<file path="src/rtl/acc_pkg.sv">
// Purpose: Shared constants and types for the comparator control block.
// Assumes: APB with 32-bit data; each register in one aligned word.
// Notes: Register byte offsets are local choices.
package acc_pkg;
   localparam logic [11:0] ACC_OFF_CONV_B = 12'h000;
   localparam logic [11:0] ACC_OFF_CTRL_STATUS = 12'h004;
   localparam logic [11:0] ACC_OFF_DIN_DISABLE = 12'h008;
   localparam logic [11:0] ACC_OFF_CONV_CTRL = 12'h00C;

   // Field positions in converter_control_b.
   localparam int ACC_B_MUX_EN = 6;
   localparam int ACC_B_DIV_HI = 5;
   localparam int ACC_B_DIV_LO = 4;
   localparam logic [7:0] ACC_B_WMASK = 8'h77;

   // Field positions in comparator_control_status.
   localparam int ACC_S_POWER_OFF = 7;
   localparam int ACC_S_IREF_SEL = 6;
   localparam int ACC_S_OUTPUT = 5;
   localparam int ACC_S_FLAG = 4;
   localparam int ACC_S_IRQ_EN = 3;
   localparam int ACC_S_CAPTURE = 2;
   localparam int ACC_S_MODE_HI = 1;
   localparam int ACC_S_MODE_LO = 0;

   // Field positions in digital_input_disable_0.
   localparam int ACC_D_POS_OFF = 7;
   localparam int ACC_D_NEG_OFF = 6;

   // Field positions in the converter control register of own choice.
   localparam int ACC_C_CONV_EN = 7;
   localparam int ACC_C_SRC_HI = 6;
   localparam int ACC_C_CHAN_HI = 4;
   // Converter enable, the two reference source bits and the channel code
   // are all writable, so source code 11 can be reached.
   localparam logic [7:0] ACC_C_WMASK = 8'hFF;

   localparam logic [7:0] ACC_RESET_BYTE = 8'h00;
   localparam logic [4:0] ACC_CHAN_LAST = 5'h0A;
   localparam logic [4:0] ACC_CHAN_CURRENT_SOURCE_CHANNEL = 5'h03;
   localparam logic [1:0] ACC_REF_SRC_INTERNAL = 2'h3;
   localparam int ACC_SYNC_STAGES = 2;

   typedef enum logic [1:0] {
      ACC_MODE_TOGGLE = 2'h0,
      ACC_MODE_RSVD = 2'h1,
      ACC_MODE_FALL = 2'h2,
      ACC_MODE_RISE = 2'h3
   } acc_mode_t;

   // Analogue steering toward the comparator front end.
   typedef struct packed {
      logic power_off;
      logic pos_from_mux;
      logic [4:0] pos_channel;
      logic pos_current_source_channel_shared;
      logic neg_from_ref;
      logic ref_valid;
      logic [1:0] ref_division;
   } acc_analog_t;
endpackage

</file>
<file path="src/rtl/acc_edge_detect.sv">
// Purpose: Synchronise the comparator result and find its edges.
// Assumes: Raw comparator output is asynchronous to pclk.
// Notes: Output lags the raw input by one to two clocks.
`timescale 1ns/1ps
`default_nettype none
module acc_edge_detect (
   input wire logic pclk,
   input wire logic presetn,
   input wire logic raw_in,
   input wire acc_pkg::acc_mode_t mode,
   output logic sync_out,
   output logic event_pulse
);
   import acc_pkg::*;

   logic meta_r;
   logic sync_r;
   logic prev_r;

   // The first stage feeds only the second stage.
   always_ff @(posedge pclk or negedge presetn) begin
      if (!presetn) begin
         meta_r <= 1'b0;
         sync_r <= 1'b0;
      end else begin
         meta_r <= raw_in;
         sync_r <= meta_r;
      end
   end

   always_ff @(posedge pclk or negedge presetn) begin
      if (!presetn) begin
         prev_r <= 1'b0;
      end else begin
         prev_r <= sync_r;
      end
   end

   assign sync_out = sync_r;

   always_comb begin
      case (mode)
         ACC_MODE_TOGGLE: event_pulse = sync_r ^ prev_r;
         ACC_MODE_FALL: event_pulse = prev_r & ~sync_r;
         ACC_MODE_RISE: event_pulse = sync_r & ~prev_r;
         default: event_pulse = 1'b0;
      endcase
   end
endmodule
`default_nettype wire

</file>
<file path="src/rtl/acc_top.sv">
// Purpose: Register, steering and event logic of the comparator.
// Assumes: APB slave, one clock; comparator and pins sit outside.
// Notes: Irq enable and vector entry come from the core.
`timescale 1ns/1ps
`default_nettype none
module acc_top (
   input wire logic pclk,
   input wire logic presetn,
   input wire logic psel,
   input wire logic penable,
   input wire logic pwrite,
   input wire logic [11:0] paddr,
   input wire logic [31:0] pwdata,
   output logic [31:0] prdata,
   output logic pready,
   output logic pslverr,
   input wire logic comparator_raw,
   input wire logic positive_pin_in,
   input wire logic negative_pin_in,
   input wire logic global_irq_enable,
   input wire logic irq_vector_ack,
   output logic irq_request,
   output logic capture_input,
   output logic capture_route_enable,
   output logic positive_pin_read,
   output logic negative_pin_read,
   output logic positive_pin_buffer_off,
   output logic negative_pin_buffer_off,
   output acc_pkg::acc_analog_t analog_ctrl
);
   import acc_pkg::*;

   logic [7:0] conv_b_r;
   logic [7:0] status_ctrl_r;
   logic [7:0] din_dis_r;
   logic [7:0] conv_ctrl_r;
   logic flag_r;
   logic irq_r;
   logic cap_r;
   logic cap_en_r;
   logic pos_read_r;
   logic neg_read_r;
   logic pos_off_r;
   logic neg_off_r;
   acc_analog_t analog_r;
   acc_analog_t analog_nxt;
   logic [31:0] prdata_r;
   logic pslverr_r;
   logic sync_out;
   logic event_pulse;
   logic access;
   logic wr;
   logic hit;
   logic [7:0] wbyte;
   logic [7:0] status_view;
   acc_mode_t mode;

   assign access = psel & penable;
   assign wr = access & pwrite;
   assign wbyte = pwdata[7:0];
   assign hit = (paddr == ACC_OFF_CONV_B) || (paddr == ACC_OFF_CTRL_STATUS)
      || (paddr == ACC_OFF_DIN_DISABLE) || (paddr == ACC_OFF_CONV_CTRL);
   assign mode = acc_mode_t'(status_ctrl_r[ACC_S_MODE_HI:ACC_S_MODE_LO]);

   acc_edge_detect u_edge (
      .pclk(pclk),
      .presetn(presetn),
      .raw_in(comparator_raw),
      .mode(mode),
      .sync_out(sync_out),
      .event_pulse(event_pulse)
   );

   // Control registers; writable bits clear on reset.
   always_ff @(posedge pclk or negedge presetn) begin
      if (!presetn) begin
         conv_b_r <= ACC_RESET_BYTE;
         status_ctrl_r <= ACC_RESET_BYTE;
         din_dis_r <= ACC_RESET_BYTE;
         conv_ctrl_r <= ACC_RESET_BYTE;
      end else if (wr) begin
         case (paddr)
            ACC_OFF_CONV_B: conv_b_r <= wbyte & ACC_B_WMASK;
            // Output and flag bits live elsewhere; keep them zero here.
            ACC_OFF_CTRL_STATUS: status_ctrl_r <= wbyte & 8'hCF;
            ACC_OFF_DIN_DISABLE: din_dis_r <= wbyte;
            ACC_OFF_CONV_CTRL: conv_ctrl_r <= wbyte & ACC_C_WMASK;
            default: ;
         endcase
      end
   end

   // Set wins over both software clear and vector clear, so no event
   // is lost in the cycle it is being cleared.
   always_ff @(posedge pclk or negedge presetn) begin
      if (!presetn) begin
         flag_r <= 1'b0;
      end else if (event_pulse) begin
         flag_r <= 1'b1;
      end else if (irq_vector_ack) begin
         flag_r <= 1'b0;
      end else if (wr && paddr == ACC_OFF_CTRL_STATUS && wbyte[ACC_S_FLAG]) begin
         flag_r <= 1'b0;
      end
   end

   always_ff @(posedge pclk or negedge presetn) begin
      if (!presetn) begin
         irq_r <= 1'b0;
      end else begin
         irq_r <= flag_r & status_ctrl_r[ACC_S_IRQ_EN]
            & global_irq_enable;
      end
   end

   // Timer filter and edge select follow outside; this only gates.
   always_ff @(posedge pclk or negedge presetn) begin
      if (!presetn) begin
         cap_r <= 1'b0;
         cap_en_r <= 1'b0;
      end else begin
         cap_en_r <= status_ctrl_r[ACC_S_CAPTURE];
         cap_r <= status_ctrl_r[ACC_S_CAPTURE] & sync_out;
      end
   end

   always_ff @(posedge pclk or negedge presetn) begin
      if (!presetn) begin
         pos_read_r <= 1'b0;
         neg_read_r <= 1'b0;
         pos_off_r <= 1'b0;
         neg_off_r <= 1'b0;
      end else begin
         pos_off_r <= din_dis_r[ACC_D_POS_OFF];
         neg_off_r <= din_dis_r[ACC_D_NEG_OFF];
         pos_read_r <= positive_pin_in & ~din_dis_r[ACC_D_POS_OFF];
         neg_read_r <= negative_pin_in & ~din_dis_r[ACC_D_NEG_OFF];
      end
   end

   always_comb begin
      analog_nxt = '0;
      analog_nxt.power_off = status_ctrl_r[ACC_S_POWER_OFF];
      analog_nxt.pos_from_mux = conv_b_r[ACC_B_MUX_EN]
         & ~conv_ctrl_r[ACC_C_CONV_EN]
         & (conv_ctrl_r[ACC_C_CHAN_HI:0] <= ACC_CHAN_LAST);
      analog_nxt.pos_channel = conv_ctrl_r[ACC_C_CHAN_HI:0];
      // The shared current-source channel matters only while multiplexed.
      analog_nxt.pos_current_source_channel_shared = analog_nxt.pos_from_mux
         & (conv_ctrl_r[ACC_C_CHAN_HI:0] == ACC_CHAN_CURRENT_SOURCE_CHANNEL);
      analog_nxt.neg_from_ref = status_ctrl_r[ACC_S_IREF_SEL];
      analog_nxt.ref_valid = status_ctrl_r[ACC_S_IREF_SEL]
         & (conv_ctrl_r[ACC_C_SRC_HI -: 2] == ACC_REF_SRC_INTERNAL);
      analog_nxt.ref_division = conv_b_r[ACC_B_DIV_HI:ACC_B_DIV_LO];
   end

   always_ff @(posedge pclk or negedge presetn) begin
      if (!presetn) begin
         analog_r <= '0;
      end else begin
         analog_r <= analog_nxt;
      end
   end

   always_comb begin
      status_view = status_ctrl_r;
      status_view[ACC_S_OUTPUT] = sync_out;
      status_view[ACC_S_FLAG] = flag_r;
   end

   // Read data is registered in the setup cycle, so every access
   // completes with zero wait states.
   always_ff @(posedge pclk or negedge presetn) begin
      if (!presetn) begin
         prdata_r <= 32'h0000_0000;
         pslverr_r <= 1'b0;
      end else if (psel && !penable) begin
         pslverr_r <= !hit;
         case (paddr)
            ACC_OFF_CONV_B: prdata_r <= {24'h000000, conv_b_r};
            ACC_OFF_CTRL_STATUS: prdata_r <= {24'h000000, status_view};
            ACC_OFF_DIN_DISABLE: prdata_r <= {24'h000000, din_dis_r};
            ACC_OFF_CONV_CTRL: prdata_r <= {24'h000000, conv_ctrl_r};
            default: prdata_r <= 32'h0000_0000;
         endcase
      end
   end

   assign prdata = prdata_r;
   assign pslverr = pslverr_r;
   assign pready = 1'b1;
   assign irq_request = irq_r;
   assign capture_input = cap_r;
   assign capture_route_enable = cap_en_r;
   assign positive_pin_read = pos_read_r;
   assign negative_pin_read = neg_read_r;
   assign positive_pin_buffer_off = pos_off_r;
   assign negative_pin_buffer_off = neg_off_r;
   assign analog_ctrl = analog_r;
endmodule
`default_nettype wire

</file>
<file path="config.mk">
export PLATFORM = sky130hd
export DESIGN_NAME = acc_top
export DESIGN_NICKNAME = d
export VERILOG_FILES = /design/src/rtl/acc_pkg.sv /design/src/rtl/acc_edge_detect.sv /design/src/rtl/acc_top.sv
export SDC_FILE = /design/constraint.sdc
export NUM_CORES = 1
export LEC_CHECK = 0
export ABC_CLOCK_PERIOD_IN_PS = 1550
export BUFFER_PORTS_ARGS = -buffer_cell sky130_fd_sc_hd__buf_2
export CORE_MARGIN = 5
export CORE_UTILIZATION = 48
export DETAILED_ROUTE_END_ITERATION = 8
export PLACE_DENSITY = 0.8
export SLEW_MARGIN = 25
export SYNTH_ARGS = -nofsm -noshare
export SYNTH_HDL_FRONTEND = slang
export SYNTH_SLANG_ARGS = --single-unit
</file>
<file path="constraint.sdc">
create_clock -name pclk -period 1.55 [get_ports pclk]
set_input_delay 0 -clock pclk [delete_from_list [all_inputs] [get_ports pclk]]
set_output_delay 0 -clock pclk [all_outputs]
set_load 0.005 [all_outputs]
</file>
* Word-level counts from Yosys, hierarchy flattened
Cells that the tools add are included.
Word-level totals: register bits 84, bits in latches 0, bits in writable memories 0, memory bits (read-only) 0, input port bits 54, memories kept 0
Cells by class: $add $sub $neg 0, $mul 0, divide/modulo/power cells 0, magnitude comparators 1, equality and inequality tests 7, shift-type cells 0, multiplexer cells 5, bitwise logic cells 19, reduce and logical (&&, ||, !) cells 15
Operators by type and width (number):
- 8-bit case mux with 4 select lines | 1
- 12-bit by 4-bit equality test with 1-bit output (second input constant) | 2
- 1-bit bitwise AND | 13
- 12-bit by 3-bit equality test with 1-bit output (second input constant) | 1
- 12-bit zero test | 1
- 2-bit AND reduction | 4
- 2-bit equality test (second input constant) | 3
- 5-bit by 2-bit equality test with 1-bit output (second input constant) | 1
- 5-bit by 4-bit <= comparator with 1-bit output (second input constant) | 1
- 1-bit NOT | 5
- 1-bit logical AND | 3
- 1-bit logical OR | 3
- 1-bit 2-to-1 mux | 3
- 1-bit case mux with 3 select lines | 1
- 3-bit nonzero test | 1
- 1-bit zero test | 2
- 2-bit zero test | 1
- 1-bit bitwise XOR | 1

* Longest topological paths before layout
Gate-level depths: netlist (run 1).
depth in word-level cells 7, depth in mapped cells 5, gate-level depth less buffers 5

* By module
From an unflattened synthesis (run 1), not the netlist that was laid out.
Unflattened totals: cells, all modules 179, area total of the unflattened synthesis 2633.8 um^2
By module, submodules not included:
- acc_top | instances 1, cells an instance 168, area each 2488.6 um^2
- acc_edge_detect | instances 1, cells an instance 11, area each 145.1 um^2

* Least setup slack after synthesis (run 1)
Ideal clock, no wire load.
path kind input port to flip-flop, start point input paddr[9], end point register conv_ctrl_r[0], setup time 0.125 ns, data arrival time 1.543 ns, data required time 1.425 ns, slack -0.118 ns, cell stages on the path 4, buffers on the path 1, path through or4_1 -> buf_4 -> nor4_4 -> mux2_2
On the way: longest elaborated chain between the ends 2
Ends and longest elaborated chain:
- start: declaration | RTL line acc_top.sv:12 | input wire logic [11:0] paddr,
- 12-bit by 4-bit equality test with 1-bit output | RTL line acc_top.sv:82 | case (paddr)
- 2-bit AND reduction (no line)
- end signal: assignment | RTL line acc_top.sv:87 | ACC_OFF_CONV_CTRL: conv_ctrl_r <= wbyte & ACC_C_WMASK;
- end: declaration | RTL line acc_top.sv:36 | logic [7:0] conv_ctrl_r;
No other way between the ends. A chain may end at the register's enable or synchronous reset.

* Final worst setup path (run 1)
start point input paddr[1], end point register din_dis_r[3]
On the way: longest elaborated chain between the ends 2
Ends and longest elaborated chain:
- 12-bit by 4-bit equality test with 1-bit output | RTL line acc_top.sv:82
- 2-bit AND reduction (no line)
- end signal: assignment | RTL line acc_top.sv:86 | ACC_OFF_DIN_DISABLE: din_dis_r <= wbyte;
- end: declaration | RTL line acc_top.sv:35 | logic [7:0] din_dis_r;
No other way between the ends.

==> results of run 1 <==
==> worst register-to-register path, delay by kind of cell (launching register included) <==
kind	cells	cell delay [ns]
compound gates	2	0.34
simple gates	1	0.13
flops	1	0.44
fa+ha+maj	1	0.28
buf+inv	1	0.07
==> stage by stage <==
stage / setup WS [ns] / std cells / total power [mW] / setup TNS, ns
after CTS: 0.193 / 339 / 3.24 / 0
after floorplan: -0.112 / 199 / 1.74 / -2.49
final: 0.183 / 339 / 3.20 / 0
after global placement: -0.104 / 310 / 1.79 / -2.42
after global routing: 0.108 / 339 / 3.33 / 0
after detailed placement: -0.135 / 310 / 1.80 / -3.13
==> synthesized netlist by cell type, types with 3 or more instances <==
cell      count  area [um^2]
or4_1         3         22.5
dfrtp_1      60         1500
nor4_4        5          106
buf_4        27          203
a22o_1       10         87.6
mux4_2        6          135
mux2_2       28          315
nand2b_1      3         18.8
nor2b_1       4         25.0
inv_1         4         15.0
==> worst min path at each step <==
stage | start | to | slack (ns) | depth (start not counted)
final | irq_vector_ack | flag_r | 0.04 | 3
after global routing | irq_vector_ack | flag_r | 0.04 | 3
after floorplan | presetn | analog_ctrl[0] | -0.30 | 0
after CTS | irq_vector_ack | flag_r | 0.01 | 3
after detailed placement | presetn | capture_route_enable | 0.03 | 2
after global placement | presetn | capture_route_enable | 0.02 | 2
==> power breakdown <==
group / switching [mW] / internal, mW
clock network: 0.586 / 0.825
registers: 0.00828 / 1.58
logic: 0.115 / 0.0932
total: 0.709 / 2.49
==> final cells by class <==
class / count / area (um^2) / share of cell area
Clock buffer: 12 / 155 / 0.0457
Clock inverter: 4 / 47.5 / 0.0140
Inverter: 4 / 15.0 / 0.00442
Multi-Input combinational cell: 105 / 1030 / 0.304
Sequential cell: 60 / 1500 / 0.442
Tap cell: 70 / 87.6 / 0.0258
Timing Repair Buffer: 84 / 558 / 0.164
==> sequential cells by signal, summed over array words and instances (netlist names) <==
register	flops
analog_ctrl	12
conv_ctrl_r	8
din_dis_r	8
prdata	8
conv_b_r	6
status_ctrl_r	6
capture_input	1
capture_route_enable	1
flag_r	1
irq_request	1
negative_pin_buffer_off	1
negative_pin_read	1
positive_pin_buffer_off	1
positive_pin_read	1
pslverr	1
u_edge.meta_r	1
u_edge.prev_r	1
u_edge.sync_out	1
==> routing by layer <==
metal | vias up | wire, um | share of wire | global-route usage
met5 | - | 0 | 0 | 0
met2 | 47 | 3040 | 0.54 | 0.296
met3 | 11 | 292 | 0.051 | 0.0533
li1 | 757 | - | - | -
met4 | 0 | 103 | 0.018 | 0.0658
met1 | 850 | 2240 | 0.39 | 0.188
==> logic make-up after synthesis <==
family                   Yosys count  synth area share
AO/OA/AOI/OAI                     15            0.0464
adder cells (fa/ha/maj)            2           0.00956
buffers and inverters             34            0.0880
flip-flops                        60             0.574
multiplexers                      36             0.181
other                              2           0.00287
AND/OR/NAND/NOR                   27            0.0985
==> reports/qor.yml, run 1 <==
die:
  dieArea_um2: 7030
  start_util: 0.503
  placeableCoreArea_um2: 5200
  die_h_um: 83.8
  io_pins: 107
  die_w_um: 83.8
  core.rowCount: 26
flow_run:
  drv_cap: 0
worst_setup_path:
  setup.worst_path.end_class: "register"
  r2r_cells: 5
  r2r_slack_ns: 0.20
  crit_chain: "buf_2, or4b_2, nor4_4, buf_4, mux2_2"
  cp_slowest_cell: "or4b_2"
  r2r_end: "flag_r"
  r2r-start: "u_edge.sync_out"
  startpoint: "paddr[1]"
  critical_path_buf_inv_count: 2
  endpoint: "din_dis_r[3]"
  worst-path-max-fanout: 5
  cp.required_ns: 1.76
  crit_family: "simple AND/OR/NAND/NOR gates"
  cpPeakStageDelay_ns: 0.73
  worstPathArrival_ns: 1.58
  cp.depth: 5
  critPathKind: "in -> reg"
  cp-start-kind: "primary input"
global_route:
  grt_overflow: 0
  grt_pass1_wl_um: 9100
  grt_usage: 0.168
  grt_max_degree: 61
  grt_pass1_vias: 1781
  antenna_found_initial: 0
sta:
  skew_ns: 0.00634
  finalCriticalPeriod_ns: 1.37
  maxSlewViolCount: 0
  finalSetupViolCount: 0
  fin_crit_sh: 0.882
  hold_slack_ns: 0.0391
  rsz0062_at_grt: "no"
  clock.fmax_mhz: 731
  hold_viol_final: 0
logic_synthesis:
  synth.cell_area_um2: 2620
  synthDistinctLibCells: 28
  avgSynthCellArea_um2: 14.9
  synth_warnings: 0
  async_reset_ff_frac: 1.00
  ys_ff_latch: 60
  synth_edf_count: 0
  synth-seq-area-share: 0.574
  syn_inst: 176
  synth-main-ff-cell: "dfrtp_1"
placement:
  port_buffers: 57
  place_area_um2: 3060
  place.gp.congestion: 0.780
  hpwl_um: 3940
power_and_ir_drop:
  power_leakage_nw: 1.82
  power.density_nw_per_um2: 943
  vdd_drop_max_uv: 703
clock_network:
  clk_latency_ns: 0.33
  cts_root_buf: "clkbuf_8"
  post_cts_buffers: 0
  cts_max_level: 3
  ctsResizeCount: 0
  path_clk_slew_ns: 0.06
  hold_buffers: 13
  cts_made_buffers: 9
  clk_path_buf_depth: 2
  tritoncts: "done"
  cts_sinks: 60
drt:
  postRouteAntennaNets: 0
  drc: 0
  wl_per_cell_um: 16.8
  drt-total-wl_um: 5680
  dr.pass1.iters: 4
  drtIter0Drc: 45
  viasPerCell: 4.91
  dr_total_vias: 1665
finish:
  fin_util: 0.652
  areaGrowthSynthToFinish_pct: 29.8
  stdcell_area_um2: 3400
  nFillCells: 394
  diodes: 0
  final_common_cell: "dfrtp_1"
  layout.nets: 320
  final_cell_mix: "dfrtp_1 (60), buf_2 (57), conb_1 (25)"
  drive_above_1_share: 0.487
min_path:
  hp-class: "in -> reg"
outcome:
  status: "complete, no violations"
(Power assumes the default switching activity.)
==> run 2, diff against run 1 <==
--- a/config.mk
+++ b/config.mk
@@ -14,4 +14,5 @@
 export SLEW_MARGIN = 25
 export SYNTH_ARGS = -nofsm -noshare
 export SYNTH_HDL_FRONTEND = slang
+export SYNTH_HIERARCHICAL = 1
 export SYNTH_SLANG_ARGS = --single-unit
==> reports/qor.yml, run 2 <==
outcome:
  status: "complete, no violations"  # unchanged
sta:
  hold_viol_final: 0  # unchanged
  setup_ws_ns: 0.102  # was 0.183 ns
  rsz0062_at_grt: "no"  # unchanged
  setup_tns_ns: 0  # unchanged
  fin_crit_sh: 0.934  # was 0.882
  finalCriticalPeriod_ns: 1.45  # was 1.37 ns
  skew_ns: 0.00449  # was 0.00634 ns
  finalSetupViolCount: 0  # unchanged
  clock.fmax_mhz: 690  # was 731 MHz
  maxSlewViolCount: 0  # unchanged
  hold_slack_ns: 0.143  # was 0.0391 ns
global_route:
  grt.met2_usage: 0.258  # was 0.296
  grt_usage: 0.160  # was 0.168
  grt_max_degree: 61  # unchanged
  grt-busiest-layer: "met2"  # unchanged
  grt_use_met1: 0.195  # was 0.188
  use_met3: 0.0503  # was 0.0533
  grt_pass1_wl_um: 8730  # was 9100 um
  grt_pass1_vias: 1843  # was 1,781
  antenna_found_initial: 0  # unchanged
  grt_overflow: 0  # unchanged
finish:
  multiInputGateArea_um2: 1060  # was 1030 um^2
  final_cell_mix: "dfrtp_1 (60), buf_2 (57), conb_1 (25)"  # unchanged
  areaGrowthSynthToFinish_pct: 28.7  # was 29.8%
  diodes: 0  # unchanged
  nFillCells: 434  # was 394
  largest_register_ffs: 12  # unchanged
  seq_area_um2: 1500  # unchanged
  drive_above_1_share: 0.491  # was 0.487
  layout.nets: 325  # was 320
  final_common_cell: "dfrtp_1"  # unchanged
worst_setup_path:
  cp_slowest_cell: "dfrtp_1"  # was or4b_2
  r2r_cells: 6  # was 5
  r2r_slack_ns: 0.10  # was 0.20 ns
  critPathKind: "reg -> reg"  # was in -> reg
  critical_path_buf_inv_count: 1  # was 2
  crit_chain: "inv_1, ha_1, nor2b_2, o31ai_2, nor4bb_1, a21oi_1"  # was buf_2, or4b_2, nor4_4, buf_4, mux2_2
  r2r_end: "flag_r"  # unchanged
  setup.worst_path.end_class: "register"  # unchanged
  worst-path-max-fanout: 2  # was 5
  cpPeakStageDelay_ns: 0.34  # was 0.73 ns
  cp.required_ns: 1.76  # about the same
  r2r-start: "u_edge/sync_out"  # was u_edge.sync_out
  worstPathArrival_ns: 1.66  # was 1.58 ns
  crit_family: "simple AND/OR/NAND/NOR gates"  # unchanged
  cp-start-kind: "register"  # was primary input
logic_synthesis:
  synth_commonest_cells: "dfrtp_1 (60), mux2_2 (29), buf_4 (26)"  # was dfrtp_1 (60), mux2_2 (28), buf_4 (27)
  synth-seq-area-share: 0.570  # was 0.574
  synth_warnings: 6  # was 0
  synth.cell_area_um2: 2630  # was 2620 um^2
  synth_edf_count: 0  # unchanged
  syn_inst: 179  # was 176
  synthDistinctLibCells: 29  # was 28
  synth-main-ff-cell: "dfrtp_1"  # unchanged
  avgSynthCellArea_um2: 14.7  # was 14.9 um^2
  ys_ff_latch: 60  # unchanged
  yosysTopAreaCell: "dfrtp_1"  # unchanged
  synthDominantCellAreaShare: 0.570  # was 0.574
  async_reset_ff_frac: 1.00  # unchanged
  synthMostInstantiatedCell: "dfrtp_1"  # unchanged
  yosys-top-cells-area: "dfrtp_1 (57%), mux2_2 (12%), buf_4 (7.4%)"  # was dfrtp_1 (57%), mux2_2 (12%), buf_4 (7.7%)
drt:
  wl_per_cell_um: 15.1  # was 16.8 um
  drt-total-wl_um: 5220  # was 5680 um
  drc: 0  # unchanged
  dr.pass1.iters: 3  # was 4
  postRouteAntennaNets: 0  # unchanged
  drtIter0Drc: 76  # was 45
  viasPerCell: 4.81  # was 4.91
  dr_total_vias: 1659  # was 1,665
placement:
  place.gp.congestion: 0.773  # was 0.780
  port_buffers: 57  # unchanged
  hpwl_um: 3880  # was 3940 um
  dpl_worst_slack_ns: -0.145  # was -0.135 ns
power_and_ir_drop:
  power_leakage_nw: 1.81  # was 1.82 nW
  vdd_drop_max_uv: 537  # was 703 uV
  power.density_nw_per_um2: 863  # was 943 nW/um^2
clock_network:
  cts_sinks: 60  # unchanged
  clk_path_buf_depth: 2  # unchanged
  tritoncts: "done"  # unchanged
  cts_root_buf: "clkbuf_8"  # unchanged
  cts_max_level: 3  # unchanged
  path_clk_slew_ns: 0.06  # about the same
  cts_made_buffers: 9  # unchanged
  clk_latency_ns: 0.33  # about the same
  post_cts_buffers: 0  # unchanged
min_path:
  worstHoldPathCells: 4  # was 3
  hold_end: "flag_r"  # unchanged
  min-delay-start: "paddr[1]"  # was irq_vector_ack
  hp-class: "in -> reg"  # unchanged
flow_run:
  drv_cap: 0  # unchanged
die:
  core.rowCount: 27  # was 26
  placeableCoreArea_um2: 5410  # was 5200 um^2
  die_h_um: 84.1  # was 83.8 um
  io_pins: 107  # unchanged
  dieArea_um2: 7070  # was 7030 um^2
  die_w_um: 84.1  # was 83.8 um
  start_util: 0.487  # was 0.503
run 2: cell type report:
class | instances | share of cell area
sequential | 60 | 0.443
multi-input combinational | 108 | 0.313
timing repair buffer | 86 | 0.166
clock buffer | 10 | 0.0377
tap | 72 | 0.0266
clock inverter | 5 | 0.00886
inverter | 4 | 0.00443
run 2: kinds of logic (layout without fill, tap and decap cells):
| logic type | Yosys count | count (layout) | share of synthesized area |
|---|---|---|---|
| other cells | 2 | 25 | 0.00285 |
| compound gates | 15 | 15 | 0.0456 |
| mux | 36 | 36 | 0.180 |
| fa+ha+maj | 2 | 2 | 0.00950 |
| flops | 60 | 60 | 0.570 |
| buf+inv | 34 | 105 | 0.0860 |
| simple gates | 30 | 30 | 0.106 |
run 2: power by group:
group | leakage, nW | internal (mW) | switching, mW
clock | 0.0779 | 0.560 | 0.568
sequential | 0.819 | 1.58 | 0.00587
combinational | 0.910 | 0.0960 | 0.118
run 2: timing repair:
action	CTS	global route
endpoints found under the setup margin	0	1
endpoints found under the hold margin	93	0
gates resized for setup	0	1
hold buffers	14	0
run 2: metrics by stage:
stage / utilization / area, um^2 / cells / power, mW
after floorplan: - / 2800 / 202 / 1.73
after global placement: 0.572 / 3090 / 316 / 1.79
after detailed placement: 0.572 / 3090 / 316 / 1.80
after CTS: 0.627 / 3390 / 345 / 2.96
after global routing: 0.627 / 3390 / 345 / 3.06
final: 0.627 / 3390 / 345 / 2.93
run 2: worst max path at each step:
stage,start,endpoint,slack (ns),cells past startpoint
final,u_edge/sync_out,flag_r,0.10,6
after global routing,u_edge/sync_out,flag_r,0.002,6
after CTS,u_edge/sync_out,flag_r,0.09,6
after detailed placement,paddr[5],conv_b_r[6],-0.14,5
after global placement,paddr[5],conv_b_r[6],-0.12,5
after floorplan,paddr[9],din_dis_r[1],-0.11,4
run 2: layer usage:
layer  vias to the layer above  routed length [um]
met5                         -                   0
met4                         0                 130
met3                        13                 388
met2                        61                2560
met1                       806                2140
li1                        779                   -
run 2: worst min-delay path, stage by stage:
cell	delay (ns)
buf_2	0.11
or2_2	0.15
nor4_1	0.06
a21oi_1	0.11
==> run 3, diff against run 2 <==
--- a/config.mk
+++ b/config.mk
@@ -8,9 +8,11 @@
 export ABC_CLOCK_PERIOD_IN_PS = 1550
 export BUFFER_PORTS_ARGS = -buffer_cell sky130_fd_sc_hd__buf_2
 export CORE_MARGIN = 5
-export CORE_UTILIZATION = 48
+export CORE_UTILIZATION = 50
+export CTS_BUF_LIST = sky130_fd_sc_hd__clkbuf_2 sky130_fd_sc_hd__clkbuf_4 sky130_fd_sc_hd__clkbuf_8
 export DETAILED_ROUTE_END_ITERATION = 8
-export PLACE_DENSITY = 0.8
+export PLACE_DENSITY = 0.83
+export SKIP_LAST_GASP = 1
 export SLEW_MARGIN = 25
 export SYNTH_ARGS = -nofsm -noshare
 export SYNTH_HDL_FRONTEND = slang
==> reports/qor.yml, run 3 (same netlist as run 2, synthesis figures left out) <==
outcome:
  status: "complete, no violations"  # unchanged
power_and_ir_drop:
  internal-power_mw: 2.36  # was 2.23 mW
  power_leakage_nw: 1.82  # was 1.81 nW
  power.density_nw_per_um2: 890  # was 863 nW/um^2
  p_sw_frac: 0.220  # was 0.236
  vdd_drop_max_uv: 418  # was 537 uV
  p_sw_uw: 664  # was 692 uW
  combPwrFrac: 0.070  # was 0.073
  p_seq_frac: 0.524  # was 0.541
  pwr-share-clk: 0.406  # was 0.386
worst_setup_path:
  cp_slowest_cell: "dfrtp_1"  # unchanged
  r2r_end: "flag_r"  # unchanged
  critPathKind: "reg -> reg"  # unchanged
  crit_family: "simple AND/OR/NAND/NOR gates"  # unchanged
  worst-path-max-fanout: 2  # unchanged
  cp.required_ns: 1.74  # was 1.76 ns
  r2r-start: "u_edge/sync_out"  # unchanged
  r2r_cells: 6  # unchanged
  setup.worst_path.end_class: "register"  # unchanged
  cpPeakStageDelay_ns: 0.34  # about the same
  critical_path_buf_inv_count: 1  # unchanged
  worstPathArrival_ns: 1.59  # was 1.66 ns
  cp-start-kind: "register"  # unchanged
  crit_chain: "inv_1, ha_1, nor2b_1, o31ai_2, nor4bb_1, a21oi_1"  # was inv_1, ha_1, nor2b_2, o31ai_2, nor4bb_1, a21oi_1
  r2r_slack_ns: 0.16  # was 0.10 ns
global_route:
  grt_pass1_vias: 1620  # was 1,843
  grt_pass1_wl_um: 8210  # was 8730 um
  grt_overflow: 0  # unchanged
  grt_usage: 0.169  # was 0.160
  antenna_found_initial: 0  # unchanged
  grt_max_degree: 61  # unchanged
drt:
  postRouteAntennaNets: 0  # unchanged
  viasPerCell: 4.81  # about the same
  drc: 0  # unchanged
  dr.pass1.iters: 4  # was 3
  wl_per_cell_um: 15.3  # was 15.1 um
  drt-total-wl_um: 5230  # was 5220 um
  drtIter0Drc: 71  # was 76
  dr_total_vias: 1639  # was 1,659
clock_network:
  ctsResizeCount: 0  # unchanged
  cts_root_buf: "clkbuf_8"  # unchanged
  cts_max_level: 3  # unchanged
  tritoncts: "done"  # unchanged
  path_clk_slew_ns: 0.06  # about the same
  hold_buffers: 13  # was 14
  cts_made_buffers: 9  # unchanged
  cts_sinks: 60  # unchanged
  post_cts_buffers: 0  # unchanged
  clk_path_buf_depth: 2  # unchanged
  clk_latency_ns: 0.33  # about the same
min_path:
  min-delay-start: "irq_vector_ack"  # was paddr[1]
  worstHoldPathCells: 4  # unchanged
  hp-class: "in -> reg"  # unchanged
  hold_end: "flag_r"  # unchanged
placement:
  hpwl_um: 3870  # was 3880 um
  dpl_worst_slack_ns: -0.135  # was -0.145 ns
  port_buffers: 57  # unchanged
  place.gp.congestion: 0.805  # was 0.773
sta:
  hold_viol_final: 0  # unchanged
  rsz0062_at_grt: "no"  # unchanged
  fin_crit_sh: 0.899  # was 0.934
  setup_ws_ns: 0.157  # was 0.102 ns
  finalCriticalPeriod_ns: 1.39  # was 1.45 ns
  skew_ns: 0.00308  # was 0.00449 ns
  finalSetupViolCount: 0  # unchanged
  clock.fmax_mhz: 718  # was 690 MHz
  maxSlewViolCount: 0  # unchanged
finish:
  layout.nets: 323  # was 325
  fin_util: 0.665  # was 0.627
  final_common_cell: "dfrtp_1"  # unchanged
  drive_above_1_share: 0.491  # about the same
  diodes: 0  # unchanged
  final_cell_mix: "dfrtp_1 (60), buf_2 (57), conb_1 (25)"  # unchanged
  nFillCells: 381  # was 434
  largest_register_ffs: 12  # unchanged
  areaGrowthSynthToFinish_pct: 29.0  # was 28.7%
die:
  io_pins: 107  # unchanged
  die_w_um: 82.6  # was 84.1 um
  core.rowCount: 26  # was 27
  dieArea_um2: 6820  # was 7070 um^2
  placeableCoreArea_um2: 5110  # was 5410 um^2
  die_h_um: 82.6  # was 84.1 um
  start_util: 0.516  # was 0.487
flow_run:
  drv_cap: 0  # unchanged
run 3: layout make-up:
class | instances | area [um^2] | area share
tap | 70 | 87.6 | 0.0258
sequential | 60 | 1500 | 0.442
clock inverter | 2 | 10.0 | 0.00295
clock buffer | 13 | 166 | 0.0490
inverter | 4 | 15.0 | 0.00442
multi-input combinational | 108 | 1060 | 0.312
timing repair buffer | 84 | 558 | 0.164
run 3: worst max-delay path by stage:
stage                         start             end  depth (start not counted)
floorplan                  paddr[9]    din_dis_r[1]                          4
global placement           paddr[5]     conv_b_r[5]                          5
detailed placement         paddr[5]  conv_ctrl_r[2]                          5
CTS                 u_edge/sync_out          flag_r                          6
global route        u_edge/sync_out          flag_r                          6
finish              u_edge/sync_out          flag_r                          6
run 3: routing by layer:
layer,routed length [um],vias to the layer above,global-route usage
met5,0,-,0
met4,60,0,0.0637
met3,388,8,0.0553
met2,2620,65,0.272
met1,2160,792,0.212
li1,-,774,-
run 3: metrics by stage:
stage | hold WS (ns) | instance area [um^2] | setup TNS, ns | cells | power (mW)
final | 0.0343 | 3400 | 0 | 341 | 3.02
after global routing | 0.0493 | 3400 | 0 | 341 | 3.17
after CTS | 0.0306 | 3400 | 0 | 341 | 3.06
after detailed placement | 0.0255 | 3090 | -2.94 | 313 | 1.80
after global placement | 0.0239 | 3090 | -2.28 | 313 | 1.79
after floorplan | -0.296 | 2800 | -2.56 | 202 | 1.73
run 3: tightest hold or removal path: cells and delay by family:
family | cells | cell delay [ns]
AO/OA/AOI/OAI | 2 | 0.19
buffers and inverters | 2 | 0.12
run 3: power by group through the flow:
stage	clock, mW	sequential [mW]	combinational, mW
floorplan	0	1.61	0.122
global route	1.35	1.58	0.235
detailed placement	0	1.61	0.187
CTS	1.26	1.58	0.213
global placement	0	1.61	0.181
finish	1.23	1.58	0.211
